## config.mk

```make
export PLATFORM = sky130hd
export DESIGN_NAME = mtc_monitor_config
export DESIGN_NICKNAME = d
export VERILOG_FILES = /design/src/shared/mtc_pkg.sv /design/src/rtl/mtc_monitor_config.sv
export VERILOG_INCLUDE_DIRS = /design/src /design/src/shared
export SDC_FILE = /design/constraint.sdc
export NUM_CORES = 1
export LEC_CHECK = 0
export BUFFER_PORTS_ARGS = -buffer_cell sky130_fd_sc_hd__buf_2
export CORE_MARGIN = 4
export CORE_UTILIZATION = 57
export CTS_CLUSTER_DIAMETER = 40
export DETAILED_ROUTE_END_ITERATION = 16
export PLACE_DENSITY = 0.78
export SLEW_MARGIN = 20
export SYNTH_ARGS = -nofsm -noshare
export SYNTH_HDL_FRONTEND = slang
export SYNTH_SLANG_ARGS = --single-unit
```

## constraint.sdc

```tcl
create_clock -name clk -period 4.6 [get_ports clk]
set_input_delay 0.46 -clock clk [delete_from_list [all_inputs] [get_ports clk]]
set_output_delay 0.46 -clock clk [all_outputs]
set_load 0.05 [all_outputs]
```

## src/shared/mtc_map.svh

```systemverilog
/*
 * Register offsets, field positions, reset values and timing figures of the
 * monitor trigger and configuration block.
 * Assumes a 16-bit register port and a 50 MHz system clock.
 */
`ifndef MTC_MAP_SVH
`define MTC_MAP_SVH

// ----------------------------------------------------------------------
// Register offsets (word addresses on the register port)
// ----------------------------------------------------------------------
`define MTC_ADR_CFG_ONE        16'h0001
`define MTC_ADR_CFG_TWO        16'h0002
`define MTC_ADR_START          16'h0003
`define MTC_ADR_IRQ_MASK       16'h0004
`define MTC_ADR_IRQ_STATUS     16'h0005
`define MTC_ADR_TIME_TAG       16'h0006
`define MTC_ADR_TRIG_WORD      16'h000D

// ----------------------------------------------------------------------
// Configuration one fields
// ----------------------------------------------------------------------
`define MTC_C1_MODE_SEL_1      15
`define MTC_C1_MODE_SEL_2      14
`define MTC_C1_TRIG_EN         11
`define MTC_C1_START_ON_TRIG   10
`define MTC_C1_STOP_ON_TRIG    9
`define MTC_C1_EXT_START       7
`define MTC_C1_MON_ENABLED     2
`define MTC_C1_MON_TRIGGERED   1
`define MTC_C1_MON_ACTIVE      0
`define MTC_C1_WR_MASK         16'hFE80
`define MTC_C1_RESET           16'h8000

// ----------------------------------------------------------------------
// Configuration two fields
// ----------------------------------------------------------------------
`define MTC_C2_ENH_IRQ         15
`define MTC_C2_DBL_ERR         14
`define MTC_C2_ROLLOVER        10
`define MTC_C2_TAG_RES_HI      9
`define MTC_C2_TAG_RES_LO      7
`define MTC_C2_WR_MASK         16'hC780
`define MTC_C2_RESET           16'h0000

// ----------------------------------------------------------------------
// Start register, interrupt status and mask fields
// ----------------------------------------------------------------------
`define MTC_ST_TAG_INC         4
`define MTC_IRQ_TRIGGER        0
`define MTC_IRQ_STOP           1
`define MTC_IRQ_DBL_ERR        14
`define MTC_IRQ_IMPL_MASK      16'h4003

// ----------------------------------------------------------------------
// Time tag codes and timing
// ----------------------------------------------------------------------
`define MTC_TAG_CODE_SOFT      3'h6
`define MTC_TAG_CODE_EXT       3'h7
`define MTC_TAG_SLOWEST_US     64
`define MTC_CLK_PERIOD_NS      20
`define MTC_MICROSECOND_NS     1000
`define MTC_US_CYCLES          (`MTC_MICROSECOND_NS / `MTC_CLK_PERIOD_NS)
`define MTC_SHORT_WRAP         16'h00FF

`endif

```

## src/shared/mtc_pkg.sv

```systemverilog
/*
 * Types of the monitor trigger and configuration block.
 * Assumes mtc_map.svh supplies every numeric constant.
 */
package mtc_pkg;

    // ------------------------------------------------------------------
    // Word monitor states
    // ------------------------------------------------------------------
    typedef enum logic [3:0] {
        MTC_MON_OFF     = 4'h1,
        MTC_MON_ARMED   = 4'h2,
        MTC_MON_RUN     = 4'h4,
        MTC_MON_STOPPED = 4'h8
    } mtc_mon_state_t;

    // ------------------------------------------------------------------
    // Register state of the block, apart from the two reset release flops
    // ------------------------------------------------------------------
    typedef struct packed {
        logic [15:0]    cfg_one;
        logic [15:0]    cfg_two;
        logic [15:0]    trig_word;
        logic [15:0]    irq_mask;
        logic [15:0]    irq_status;
        logic [15:0]    time_tag;
        logic [5:0]     cyc_cnt;
        logic [6:0]     us_cnt;
        logic           external_trigger_input_q;
        logic           tag_clk_q;
        logic           triggered;
        mtc_mon_state_t mon;
        logic [15:0]    buf_addr;
        logic [15:0]    rdata;
    } mtc_state_t;

endpackage

```

## src/rtl/mtc_monitor_config.sv

```systemverilog
/*
 * Monitor trigger and configuration register bank: word monitor start and
 * stop control, monitor status flags, RAM double error reporting, buffer
 * rollover pointer and time tag counter.
 * Assumes all inputs but arst_n are synchronous to clk, rx_word_valid and the RAM error
 * inputs are one-cycle pulses, and the register port master never asserts
 * both strobes at once.
 */
// The strobed register port was chosen for this implementation.
`timescale 1ns/10ps
`include "mtc_map.svh"

module mtc_monitor_config #(
    parameter int ADDR_W = 16
) (
    input  wire logic              clk,
    input  wire logic              arst_n,
    input  wire logic [ADDR_W-1:0] reg_addr,
    input  wire logic [15:0]       reg_wdata,
    input  wire logic              reg_wr,
    input  wire logic              reg_rd,
    output logic      [15:0]       reg_rdata,
    input  wire logic [15:0]       rx_word,
    input  wire logic              rx_word_valid,
    input  wire logic              external_trigger_input,
    input  wire logic              tag_clk_input,
    input  wire logic              ram_single_err,
    input  wire logic              ram_double_err,
    input  wire logic              buf_advance,
    output logic      [15:0]       buf_addr,
    output logic      [15:0]       time_tag,
    output logic                   monitor_active_flag,
    output logic                   irq
);

    // ------------------------------------------------------------------
    // Reset release
    // ------------------------------------------------------------------
    logic rst_meta_reg;
    logic rst_sync_reg;

    always_ff @(posedge clk or negedge arst_n) begin
        if (!arst_n) begin
            rst_meta_reg <= 1'b0;
            rst_sync_reg <= 1'b0;
        end else begin
            rst_meta_reg <= 1'b1;
            rst_sync_reg <= rst_meta_reg;
        end
    end

    // ------------------------------------------------------------------
    // Helpers
    // ------------------------------------------------------------------
    function automatic logic addr_is(input logic [ADDR_W-1:0] a,
                                     input logic [15:0] off);
        addr_is = (a == off[ADDR_W-1:0]);
    endfunction

    // Microseconds per tag tick for codes 0 to 5
    function automatic logic [6:0] tag_period_us(input logic [2:0] code);
        logic [6:0] slowest;
        slowest = 7'(`MTC_TAG_SLOWEST_US);
        tag_period_us = slowest >> code;
    endfunction

    function automatic logic start_source(input logic [15:0] c1);
        start_source = c1[`MTC_C1_TRIG_EN]
                       && (c1[`MTC_C1_EXT_START]
                           || c1[`MTC_C1_START_ON_TRIG]);
    endfunction

    function automatic logic mon_running(input mtc_pkg::mtc_mon_state_t m);
        mon_running = (m == mtc_pkg::MTC_MON_RUN);
    endfunction

    localparam logic [5:0] US_LAST = 6'(`MTC_US_CYCLES - 1);

    // ------------------------------------------------------------------
    // State
    // ------------------------------------------------------------------
    mtc_pkg::mtc_state_t state_reg;
    mtc_pkg::mtc_state_t state_next;

    logic       mon_enabled;
    logic       trig_en;
    logic       word_match;
    logic       ext_rise;
    logic       tag_rise;
    logic       start_cond;
    logic       stop_cond;
    logic       fire_trigger;

    logic       us_tick;
    logic       tag_inc;
    logic [2:0] tag_code;

    logic [15:0] irq_set;
    logic [15:0] cfg_one_view;

    always_comb begin
        state_next = state_reg;
        irq_set    = 16'h0000;

        // Monitor is enabled while the mode bits select monitor operation
        mon_enabled = !state_reg.cfg_one[`MTC_C1_MODE_SEL_1]
                      && state_reg.cfg_one[`MTC_C1_MODE_SEL_2];
        trig_en     = state_reg.cfg_one[`MTC_C1_TRIG_EN];
        word_match  = rx_word_valid && (rx_word == state_reg.trig_word);
        ext_rise    = external_trigger_input && !state_reg.external_trigger_input_q;
        tag_rise    = tag_clk_input && !state_reg.tag_clk_q;

        // Neither trigger source may start the monitor without enable
        start_cond = trig_en && (
            (state_reg.cfg_one[`MTC_C1_EXT_START] && ext_rise)
            || (state_reg.cfg_one[`MTC_C1_START_ON_TRIG]
                && word_match));
        stop_cond  = state_reg.cfg_one[`MTC_C1_STOP_ON_TRIG]
                     && word_match;
        fire_trigger = 1'b0;

        state_next.external_trigger_input_q = external_trigger_input;
        state_next.tag_clk_q  = tag_clk_input;

        // --------------------------------------------------------------
        // Word monitor sequencing
        // --------------------------------------------------------------
        case (state_reg.mon)
            mtc_pkg::MTC_MON_OFF: begin
                if (mon_enabled) begin
                    // Waits for a trigger only when a start source is chosen
                    if (start_source(state_reg.cfg_one)) begin
                        state_next.mon = mtc_pkg::MTC_MON_ARMED;
                    end else begin
                        state_next.mon      = mtc_pkg::MTC_MON_RUN;
                        state_next.buf_addr = 16'h0000;
                    end
                end
            end

            mtc_pkg::MTC_MON_ARMED: begin
                if (!mon_enabled) begin
                    state_next.mon = mtc_pkg::MTC_MON_OFF;
                end else if (start_cond) begin
                    state_next.mon      = mtc_pkg::MTC_MON_RUN;
                    state_next.buf_addr = 16'h0000;
                    fire_trigger        = 1'b1;
                end
            end

            mtc_pkg::MTC_MON_RUN: begin
                if (!mon_enabled) begin
                    state_next.mon = mtc_pkg::MTC_MON_OFF;
                end else if (stop_cond) begin
                    state_next.mon = mtc_pkg::MTC_MON_STOPPED;
                    fire_trigger   = 1'b1;
                    irq_set[`MTC_IRQ_STOP] =
                        state_reg.cfg_two[`MTC_C2_ENH_IRQ];
                end
            end

            mtc_pkg::MTC_MON_STOPPED: begin
                if (!mon_enabled) begin
                    state_next.mon = mtc_pkg::MTC_MON_OFF;
                end
            end

            default: begin
                state_next.mon = mtc_pkg::MTC_MON_OFF;
            end
        endcase

        // Triggered flag holds until the monitor is switched off
        if (!mon_enabled) begin
            state_next.triggered = 1'b0;
        end else if (fire_trigger) begin
            state_next.triggered = 1'b1;
        end
        // Trigger interrupts only exist with enhanced interrupts on
        irq_set[`MTC_IRQ_TRIGGER] = fire_trigger
                                    && state_reg.cfg_two[`MTC_C2_ENH_IRQ];
        if (fire_trigger) begin
            irq_set[`MTC_IRQ_TRIGGER] =
                state_reg.cfg_two[`MTC_C2_ENH_IRQ];
        end

        // --------------------------------------------------------------
        // Buffer pointer
        // --------------------------------------------------------------
        if (buf_advance && mon_running(state_reg.mon)) begin
            if (!state_reg.cfg_two[`MTC_C2_ROLLOVER]
                && state_reg.buf_addr[7:0] == `MTC_SHORT_WRAP) begin
                state_next.buf_addr = {state_reg.buf_addr[15:8], 8'h00};
            end else begin
                state_next.buf_addr = state_reg.buf_addr + 16'h0001;
            end
        end

        // --------------------------------------------------------------
        // RAM errors
        // --------------------------------------------------------------
        // Single errors are fixed by the ECC path; nothing is logged
        if (ram_double_err && state_reg.cfg_two[`MTC_C2_DBL_ERR]) begin
            irq_set[`MTC_IRQ_DBL_ERR] = 1'b1;
        end

        // --------------------------------------------------------------
        // Time tag
        // --------------------------------------------------------------
        tag_code = state_reg.cfg_two[`MTC_C2_TAG_RES_HI:`MTC_C2_TAG_RES_LO];
        us_tick  = (state_reg.cyc_cnt == US_LAST);
        state_next.cyc_cnt = us_tick ? 6'h00
                                     : state_reg.cyc_cnt + 6'h01;
        tag_inc = 1'b0;
        case (tag_code)
            `MTC_TAG_CODE_SOFT: begin
                tag_inc = reg_wr
                          && addr_is(reg_addr, `MTC_ADR_START)
                          && reg_wdata[`MTC_ST_TAG_INC];
                state_next.us_cnt = 7'h00;
            end

            `MTC_TAG_CODE_EXT: begin
                tag_inc           = tag_rise;
                state_next.us_cnt = 7'h00;
            end

            default: begin
                if (us_tick) begin
                    if (state_reg.us_cnt >= tag_period_us(tag_code) - 7'h01)
                    begin
                        state_next.us_cnt = 7'h00;
                        tag_inc           = 1'b1;
                    end else begin
                        state_next.us_cnt = state_reg.us_cnt + 7'h01;
                    end
                end
            end
        endcase
        if (tag_inc) begin
            state_next.time_tag = state_reg.time_tag + 16'h0001;
        end

        // --------------------------------------------------------------
        // Register writes
        // --------------------------------------------------------------
        if (reg_wr) begin
            if (addr_is(reg_addr, `MTC_ADR_CFG_ONE)) begin
                state_next.cfg_one = reg_wdata & `MTC_C1_WR_MASK;
            end

            if (addr_is(reg_addr, `MTC_ADR_CFG_TWO)) begin
                state_next.cfg_two = reg_wdata & `MTC_C2_WR_MASK;
            end

            if (addr_is(reg_addr, `MTC_ADR_TRIG_WORD)) begin
                state_next.trig_word = reg_wdata;
            end

            if (addr_is(reg_addr, `MTC_ADR_IRQ_MASK)) begin
                state_next.irq_mask = reg_wdata & `MTC_IRQ_IMPL_MASK;
            end

            if (addr_is(reg_addr, `MTC_ADR_TIME_TAG)) begin
                state_next.time_tag = reg_wdata;
            end
        end

        // --------------------------------------------------------------
        // Interrupt status: read clears, a new event wins
        // --------------------------------------------------------------
        if (reg_rd && addr_is(reg_addr, `MTC_ADR_IRQ_STATUS)) begin
            state_next.irq_status = irq_set;
        end else begin
            state_next.irq_status = state_reg.irq_status | irq_set;
        end

        // --------------------------------------------------------------
        // Read data, valid the cycle after the strobe only
        // --------------------------------------------------------------
        cfg_one_view = state_reg.cfg_one;
        cfg_one_view[`MTC_C1_MON_ENABLED]   = mon_enabled;
        cfg_one_view[`MTC_C1_MON_TRIGGERED] = state_reg.triggered;
        cfg_one_view[`MTC_C1_MON_ACTIVE] =
            mon_running(state_reg.mon);
        state_next.rdata = 16'h0000;
        if (reg_rd) begin
            if (addr_is(reg_addr, `MTC_ADR_CFG_ONE)) begin
                state_next.rdata = cfg_one_view;
            end else if (addr_is(reg_addr, `MTC_ADR_CFG_TWO)) begin
                state_next.rdata = state_reg.cfg_two;
            end else if (addr_is(reg_addr, `MTC_ADR_TRIG_WORD)) begin
                state_next.rdata = state_reg.trig_word;
            end else if (addr_is(reg_addr, `MTC_ADR_IRQ_MASK)) begin
                state_next.rdata = state_reg.irq_mask;
            end else if (addr_is(reg_addr, `MTC_ADR_IRQ_STATUS)) begin
                state_next.rdata = state_reg.irq_status;
            end else if (addr_is(reg_addr, `MTC_ADR_TIME_TAG)) begin
                state_next.rdata = state_reg.time_tag;
            end
        end
    end

    // ------------------------------------------------------------------
    // Registers
    // ------------------------------------------------------------------
    always_ff @(posedge clk or negedge rst_sync_reg) begin
        if (!rst_sync_reg) begin
            state_reg            <= '0;
            state_reg.cfg_one    <= `MTC_C1_RESET;
            state_reg.cfg_two    <= `MTC_C2_RESET;
            state_reg.mon        <= mtc_pkg::MTC_MON_OFF;
        end else begin
            state_reg <= state_next;
        end
    end

    // ------------------------------------------------------------------
    // Outputs
    // ------------------------------------------------------------------
    assign reg_rdata           = state_reg.rdata;
    assign buf_addr            = state_reg.buf_addr;
    assign time_tag            = state_reg.time_tag;
    // Decoded, not stored, so it can never disagree with the state
    assign monitor_active_flag = mon_running(state_reg.mon);
    assign irq = |(state_reg.irq_status & state_reg.irq_mask);

    // Single error input is accepted and intentionally dropped
    logic single_err_unused;
    assign single_err_unused = ram_single_err;

endmodule // mtc_monitor_config

```

; ---- Word level (Yosys, flattened, before mapping)
; Index checks and enable logic that the tools add are counted.
[totals]
ff_bits = 119
in_bits = 58
wordCells = 128
[op_classes]
n_reduce_logical = 33
shift = 1
n_bitwise = 2
add_sub_neg = 5
n_lt_le_gt_ge = 1
eq_ne = 26
mux = 43
[op_table]
columns = operator, n
row1 = two-way mux 16 bit, 15
row2 = equality test 16 x 3 -> 1 bit (second input constant), 3
row3 = two-way mux 20 bit, 2
row4 = adder 16 x 1 -> 16 bit (second input constant), 2
row5 = equality test 16 x 2 -> 1 bit (second input constant), 2
row6 = case mux 16 bit (2 select lines), 1
row7 = two-way mux 7 bit, 3
row8 = bitwise AND 16 x 15 -> 16 bit, 1
row9 = equality test 16 x 1 -> 1 bit (second input constant), 1
row10 = equality test 16 bit, 1
row11 = equality test 16 x 4 -> 1 bit (second input constant), 1
row12 = logical AND 1 bit, 16
row13 = two-way mux 4 bit, 4
row14 = OR 16 x 15 -> 16 bit, 1
row15 = case mux 4 bit (4 select lines), 1
row16 = OR reduction 16 bit, 1
row17 = != test 3 bit (second input constant), 5
row18 = two-way mux 1 bit, 13
row19 = equality test 8 bit (second input constant), 1
row20 = AND reduction 2 bit, 4
row21 = adder 7 x 1 -> 7 bit (second input constant), 1
row22 = >= comparator 7 bit, 1
row23 = >> shifter 7 x 3 -> 7 bit (first input constant), 1
row24 = subtractor 7 x 1 -> 7 bit (second input constant), 1
row25 = 21 further kinds, 29

; ---- Logic depth before layout (Yosys ltp)
; Gate-level depths: netlist of run 1.
[logic_depth]
ltp_word = 12
ltp_mapped = 14

; ---- Worst setup path after synthesis of run 1
; Ideal clock, no wire load.
[synth_path]
kind = register to register
startpoint = reg state_reg[33] (netlist bit)
endpoint = reg state_reg, in the netlist buf_addr[15]
synth_period_minus_slack_ns = 3.117
setup_time_ns = 0.124
path_stages_with_launch = 7
t_arrival_ns = 2.993
required_time_ns = 4.476
path_buffers = 0
setup_slack_ns = 1.483
path_cell_list = dfrtp_1 -> nor4b_2 -> nand2_1 -> a21oi_1 -> o21ai_1 -> or2_2 -> a211o_1
[synth_via]
elab_chain_len = 4
elab_cells_between_ends = 13
cone_classes = 8 x eq/ne / 2 x mux / 3 x reduce/logical
[synth_rtl]
columns = element, line_no
row1 = from (decl), mtc_monitor_config.sv:82  ; mtc_pkg::mtc_state_t state_reg;
row2 = from (signal assigned), mtc_monitor_config.sv:314  ; state_reg <= state_next;
row3 = equality test 4 x 3 -> 1 bit (*), n/a
row4 = net monitor_active_flag, mtc_monitor_config.sv:32  ; output logic monitor_active_flag,
row5 = logical AND 1 bit (*), mtc_monitor_config.sv:190  ; if (buf_advance && mon_running(state_reg.mon)) begin
row6 = "!= test 3 bit (no line), or another cell as far along", n/a
row7 = AND reduction 6 bit (no line), n/a
; The timed path passes the listed nets; every way through them passes the cells marked *.
; A chain may end at the register's enable or synchronous reset.

==> summary.txt, run 1 <==
Timing
  • Worst slew margin: 38.2%
  • Clock skew: 0.0150 ns
  • RSZ-0062 raised after global routing: false
  • Final Hold Fails: 0
  • Max Slew Vio Count: 0
  • Achievable Freq: 279 MHz
  • Setup violations, final: 0
  • Setup TNS: 0 ns
  • Fin crit period: 3.59 ns
  • Fin crit share: 78.0%
  • Worst Tran Pin Value: 0.922 ns

Worst setup path
  • CP Launch Type: flip-flop
  • Required @ worst endpoint: 4.90 ns
  • CP Launch Point: state_reg[125]
  • Reg2Reg Depth: 12
  • Critical path's largest stage delay: 0.64 ns
  • Most frequent CP cell: ha_1
  • Crit end category: flip-flop
  • Slowest CP cell: dfrtp_1
  • Cell Chain, Critical Path: nand3b_1 -> ha_1 -> nor4_1 -> a21oi_1 -> ha_1 -> nand4_1 -> and3_1 -> o21ai_1 -> buf_4 -> o211ai_4 -> or4_1 -> a31oi_1
  • Critical path type: reg -> reg
  • Max Fanout on Critical Path: 16
  • CP endpoint: time_tag[15]
  • Reg2reg start: state_reg[125]
  • WP buf/inv: 1
  • FF-to-FF setup slack: 1.01 ns
  • RR Endpoint: time_tag[15]
  • Crit path arrival time: 3.89 ns
  • CP delay by family, top: simple AND/OR/NAND/NOR gates
  • WP depth: 12

Run
  • Maximum Capacitance Violations: 0

Clock tree
  • Clk sink count: 106
  • H-tree depth: 3
  • Clock tree buffer depth: 2
  • Clk Latency, worst-skew pair: 0.38 ns
  • Post-cts gate resize count: 0
  • CTS root buf: clkbuf_8
  • CTS tree: built
  • Worst-path clk slew: 0.11 ns
  • Num CTS Buffers: 9

Detailed routing
  • Wire per inst: 18.4 um
  • Post-route ant nets: 0
  • Vias per std cell: 6.10
  • DR vias: 5,000
  • Residual DRC count: 0
  • Post-Route WL: 15.1 mm
  • First-pass DRT Iterations: 7
  • DRT iter0 DRCs: 423

Global routing
  • Busiest layer in global routing: met2
  • Gr usage total: 24.4%
  • Initial antenna violation count: 0
  • Vias in the first global route: 4,829
  • Largest net degree at the start of global routing: 62
  • Routing usage on met1: 32.3%
  • GR Util met3: 5.68%
  • First-pass GRT wire length: 24.4 mm
  • Total congestion overflow: 0
  • GR Layer Usage met2: 40.3%

Power and ir drop
  • PD cells: 245 mW/mm2
  • Leakage power: 3.13 nW
  • VDD IR-drop max: 173 uV

Logic synthesis
  • YS warnings: 0
  • Post-synth EDFFs: 0
  • Sequential element share of the synthesized area: 43.9%
  • Area of the mapped netlist: 0.00604 mm2
  • Syn Inst Count: 621
  • Synth cell types: 58
  • Yosys reg bits: 106
  • Avg Cell Area, Syn: 9.73 um2
  • Top post-synthesis cells by area: dfrtp_1 (43%), buf_4 (6.0%), mux2_2 (6.0%)
  • Syn nets: 695
  • Post-synth top area share: 43.1%
  • Top FF cell, synth: dfrtp_1
  • Synth async-reset ratio: 100%
  • Area leader, netlist: dfrtp_1

Floorplanning
  • Die Y: 111 um
  • IO Pins: 108
  • Rows: 37
  • Initial core utilization: 58.6%
  • Die X: 111 um
  • Placeable Area: 0.0103 mm2
  • DIE AREA: 0.0123 mm2

Final layout
  • Antenna cells: 0
  • Max reg flops: 47
  • Fillers: 843
  • Nets: 753
  • Most frequent cells in the layout: buf_2 (106), dfrtp_1 (103), nor2_1 (51)
  • Share of layout cells above drive strength 1: 25.4%
  • Commonest non-fill, non-tap cell in the layout: buf_2
  • Final std cells w/o fill: 820
  • Area grow syn2layout: 9.00%
  • Finished Cell Area: 0.00659 mm2

Placed design
  • Hpwl dp: 11.1 mm
  • Gpl congestion: 0.902
  • Area after DPL: 0.00637 mm2
  • PortBufs: 106
  • Placed Cells: 803

Min path
  • Worst min path class: in -> reg

Run status
  • Status: finished, final reports clean
-- cell usage after synthesis, types with 3 or more instances --
cell and n:
xor2_1 12, a21oi_1 27, o32ai_1 3, or3_1 7, nand4_1 14, mux2_2 32, and3_1 16, nor2b_1 8
nand3_1 20, nor2_1 51, nand2b_1 9, nand2_1 47, buf_4 48, a22oi_1 11, clkbuf_1 18, o221ai_1 4
nand3b_1 3, nand4b_1 3, a211o_1 3, a21boi_0 5, dfrtp_1 104, o21ai_0 33, nor3_1 13, xnor2_1 19
and2_1 4, nor4_1 6, o211ai_1 7, a222oi_1 4, a31oi_1 12, ha_1 16, inv_1 9, mux2i_1 4
o31ai_1 13
-- layer usage --
layer | vias to the layer above | wire length, um
met3 | 32 | 1090
met2 | 177 | 7240
met1 | 2455 | 6450
met5 | - | 0
met4 | 0 | 295
li1 | 2336 | -
-- stage by stage --
stage | setup slack [ns] | total power (W) | utilization, % | hold WS, ns
final | 1.01 | 0.00162 | 63.8 | 0.208
after global routing | 0.698 | 0.00167 | 63.8 | 0.196
after CTS | 1.04 | 0.00163 | 63.8 | 0.193
after detailed placement | 1.08 | 0.00103 | 61.7 | 0.246
after global placement | 1.15 | 0.00103 | 61.7 | 0.244
after floorplan | 1.43 | 0.000982 | - | 0.164
-- power breakdown --
part | leakage (nW) | internal (W) | total, W | switching, W
Clock | 0.109 | 0.000273 | 0.000606 | 0.000332
Combinational | 1.58 | 0.0000278 | 0.0000649 | 0.0000371
Sequential | 1.44 | 0.000933 | 0.000944 | 0.0000111
Total | 3.13 | 0.00123 | 0.00162 | 0.000380
-- worst min-delay path by stage --
stage | cells after the start | endpoint | slack [ns] | startpoint
finish | 1 | state_reg[37] | 0.21 | tag_clk_input
global route | 1 | state_reg[38] | 0.20 | external_trigger_input
CTS | 1 | state_reg[37] | 0.19 | tag_clk_input
detailed placement | 1 | rst_meta_reg | 0.25 | arst_n
global placement | 1 | rst_meta_reg | 0.24 | arst_n
floorplan | 0 | rst_meta_reg | 0.16 | arst_n
-- worst reg2reg max path: stages, from the launching register on --
cell      delay (ns)
dfrtp_1         0.64
nand3b_1        0.26
ha_1            0.31
nor4_1          0.28
a21oi_1         0.08
ha_1            0.34
nand4_1         0.09
and3_1          0.18
o21ai_1         0.26
buf_4           0.27
o211ai_4        0.13
or4_1           0.50
a31oi_1         0.17
-- cell type report --
| cell class | instances | area, um2 | area share, % |
|---|---|---|---|
| clock buffers | 10 | 138 | 2.09 |
| clock inverters | 6 | 72.6 | 1.10 |
| inverters | 9 | 33.8 | 0.513 |
| multi-input cells | 439 | 2920 | 44.4 |
| flip-flops and latches | 106 | 2660 | 40.4 |
| well taps | 136 | 170 | 2.58 |
| repair buffers | 114 | 593 | 9.00 |
-- repair_timing --
| action | CTS | global route |
|---|---|---|
| hold buffers | 1 | 0 |
| buffers inserted | 0 | 0 |
| hold endpoints to repair | 2 | 0 |
-- kinds of logic (layout without fill, tap and decap cells) --
family	count (synthesis)	in the layout	share of synthesized area, %
buffers and inverters	76	139	7.72
and+or+nand+nor	214	214	18.4
AOI/OAI and AO/OA	141	141	15.4
DFF	106	106	43.9
other	1	1	0.0620
adders and majority gates	16	16	3.31
xor gates and xnor gates	31	31	4.49
muxes	36	36	6.62
Power figures use the tool's default switching activity.
==> run 2, diff against run 1 <==
Clock period 4.6 ns to 3.6 ns, I/O delays scaled along.
==> run 2 against run 1 <==
Compared with the run above:
- register-to-register slack worse by 0.61 ns
- sequential share of layout area down 0.36 points
- critical path depth down 1
- die area unchanged
- critical path type unchanged
- highest routed layer unchanged
==> summary.txt, run 2 (synthesis gave the netlist of run 1 again) <==
Worst setup path
  • WP buf/inv: 0 (was 1)
  • Reg2reg start: state_reg[123] (was state_reg[125])
  • CP delay by family, top: simple AND/OR/NAND/NOR gates (unchanged)
  • Crit path arrival time: 3.50 ns (was 3.89 ns)
  • Max Fanout on Critical Path: 9 (was 16)
  • Cell Chain, Critical Path: nand3b_1 -> ha_1 -> nor4_1 -> a21oi_1 -> ha_1 -> nand4_1 -> and3_1 -> o21ai_2 -> o211ai_4 -> or4_1 -> a31oi_1 (was nand3b_1 -> ha_1 -> nor4_1 -> a21oi_1 -> ha_1 -> nand4_1 -> and3_1 -> o21ai_1 -> buf_4 -> o211ai_4 -> or4_1 -> a31oi_1)
  • Slowest CP cell: dfrtp_1 (unchanged)
  • Required @ worst endpoint: 3.90 ns (was 4.90 ns)
  • Most frequent CP cell: ha_1 (unchanged)
  • RR Endpoint: time_tag[15] (unchanged)
  • CP Launch Type: flip-flop (unchanged)
  • Critical path type: reg -> reg (unchanged)
  • Crit end category: flip-flop (unchanged)
  • Reg2Reg Depth: 11 (was 12)
  • FF-to-FF setup slack: 0.40 ns (was 1.01 ns)
  • Critical path's largest stage delay: 0.50 ns (was 0.64 ns)

Timing
  • Worst slew margin: 57.8% (was 38.2%)
  • Setup TNS: 0 ns (unchanged)
  • Clock skew: 0.0186 ns (was 0.0150 ns)
  • Final Hold Fails: 0 (unchanged)
  • RSZ-0062 raised after global routing: false (unchanged)
  • Achievable Freq: 313 MHz (was 279 MHz)
  • Setup violations, final: 0 (unchanged)
  • Fin crit period: 3.20 ns (was 3.59 ns)
  • Worst Tran Pin Value: 0.628 ns (was 0.922 ns)
  • Max Slew Vio Count: 0 (unchanged)
  • Fin crit share: 88.8% (was 78.0%)

Placed design
  • Hpwl dp: 11.4 mm (was 11.1 mm)
  • Area after DPL: 0.00643 mm2 (was 0.00637 mm2)
  • PortBufs: 106 (unchanged)
  • Gpl congestion: 0.952 (was 0.902)

Detailed routing
  • Post-route ant nets: 0 (unchanged)
  • Residual DRC count: 0 (unchanged)
  • Wire per inst: 18.3 um (was 18.4 um)
  • Vias per std cell: 6.09 (was 6.10)
  • DRT iter0 DRCs: 406 (was 423)
  • DR vias: 5,043 (was 5,000)
  • Post-Route WL: 15.2 mm (was 15.1 mm)
  • First-pass DRT Iterations: 7 (unchanged)

Global routing
  • Initial antenna violation count: 0 (unchanged)
  • Vias in the first global route: 4,955 (was 4,829)
  • Largest net degree at the start of global routing: 47 (was 62)
  • First-pass GRT wire length: 24.9 mm (was 24.4 mm)
  • Gr usage total: 24.7% (was 24.4%)
  • Total congestion overflow: 0 (unchanged)

Power and ir drop
  • Switching share of power: 24.1% (was 23.5%)
  • VDD IR-drop max: 249 uV (was 173 uV)
  • Psw: 0.000496 W (was 0.000380 W)
  • Gate power share: 4.3% (was 4.0%)
  • Tot Pwr: 0.00206 W (was 0.00162 W)
  • Leakage power: 3.18 nW (was 3.13 nW)
  • Internal power: 0.00156 W (was 0.00123 W)
  • Reg power frac: 58.4% (was 58.5%)
  • PD cells: 310 mW/mm2 (was 245 mW/mm2)
  • Clock network power share: 37.3% (was 37.5%)

Floorplanning
  • DIE AREA: 0.0123 mm2 (unchanged)
  • Placeable Area: 0.0103 mm2 (unchanged)
  • Die Y: 111 um (unchanged)
  • Initial core utilization: 58.6% (unchanged)
  • Rows: 37 (unchanged)
  • Die X: 111 um (unchanged)
  • IO Pins: 108 (unchanged)

Clock tree
  • Clk Latency, worst-skew pair: 0.38 ns (about the same)
  • Clock tree buffer depth: 2 (unchanged)
  • CTS tree: built (unchanged)
  • Clk sink count: 106 (unchanged)
  • Num CTS Buffers: 9 (unchanged)
  • Worst-path clk slew: 0.11 ns (about the same)
  • CTS root buf: clkbuf_8 (unchanged)
  • H-tree depth: 3 (unchanged)
  • # Post-CTS Setup Buffers: 0 (unchanged)

Run status
  • Status: finished, final reports clean (unchanged)

Min path
  • Hold Startpoint: external_trigger_input (was tag_clk_input)
  • Min-Delay Path Depth: 1 (unchanged)
  • Hold EP: state_reg[38] (was state_reg[37])
  • Worst min path class: in -> reg (unchanged)

Final layout
  • Share of layout cells above drive strength 1: 26.6% (was 25.4%)
  • Finished Cell Area: 0.00665 mm2 (was 0.00659 mm2)
  • Nets: 761 (was 753)
  • Area grow syn2layout: 10.0% (was 9.00%)
  • Antenna cells: 0 (unchanged)
  • Commonest non-fill, non-tap cell in the layout: buf_2 (unchanged)
  • Fillers: 828 (was 843)
  • Most frequent cells in the layout: buf_2 (106), dfrtp_1 (102), nor2_1 (51) (was buf_2 (106), dfrtp_1 (103), nor2_1 (51))
  • Max reg flops: 47 (unchanged)

Run
  • Maximum Capacitance Violations: 0 (unchanged)
run 2: cell types whose count changed in the layout (fill, tap and decap cells not counted):
cell	delta
clkbuf_8	-1
o21ai_1	-1
dfrtp_2	+1
inv_8	+1
buf_4	+8
o21ai_2	+1
dfrtp_1	-1
run 2: metal layers:
layer / GRT usage [%] / vias up / part of all wire [%]
li1: - / 2348 / -
met1: 32.5 / 2459 / 41
met2: 41.4 / 199 / 49
met3: 4.64 / 37 / 7.5
met4: 7.80 / 0 / 2.4
met5: 0 / - / 0
run 2: how the worst max path moves through the flow:
stage / from / slack, ns / depth (start not counted) / end
floorplan: rst_sync_reg / 0.43 / 0 / buf_addr[0]
global placement: state_reg[123] / 0.39 / 11 / time_tag[14]
detailed placement: state_reg[123] / 0.26 / 11 / time_tag[15]
CTS: state_reg[123] / 0.24 / 11 / time_tag[15]
global route: state_reg[123] / 0.21 / 12 / time_tag[1]
finish: state_reg[123] / 0.40 / 11 / time_tag[15]
run 2: power by group through the flow:
stage	registers, W	clock network [W]	logic [W]
finish	0.00120	0.000768	0.0000888
detailed placement	0.00123	0	0.0000876
global route	0.00121	0.000827	0.0000976
global placement	0.00123	0	0.0000848
CTS	0.00120	0.000775	0.0000888
floorplan	0.00123	0	0.0000214
run 2: area by class of cell:
cell class / instances / area [um2] / area share, %
Clock inverter: 7 / 83.8 / 1.26
Tap cell: 136 / 170 / 2.56
Sequential cell: 106 / 2660 / 40.0
Clock buffer: 9 / 124 / 1.86
Inverter: 9 / 33.8 / 0.508
Timing Repair Buffer: 122 / 653 / 9.82
Multi-Input combinational cell: 439 / 2930 / 44.0
run 2: through the flow:
stage / setup WS [ns] / util [%] / hold slack [ns] / std cells
after floorplan: 0.432 / - / 0.0644 / 621
after global placement: 0.391 / 62.3 / 0.144 / 811
after detailed placement: 0.256 / 62.3 / 0.147 / 811
after CTS: 0.241 / 64.4 / 0.112 / 828
after global routing: 0.206 / 64.4 / 0.117 / 828
final: 0.403 / 64.4 / 0.120 / 828
run 2: what timing repair did:
action	4_1_cts	5_1_grt
hold buffers	1	0
hold endpoints to repair	2	0
gates resized for setup	0	2
endpoints found under the setup margin	0	1
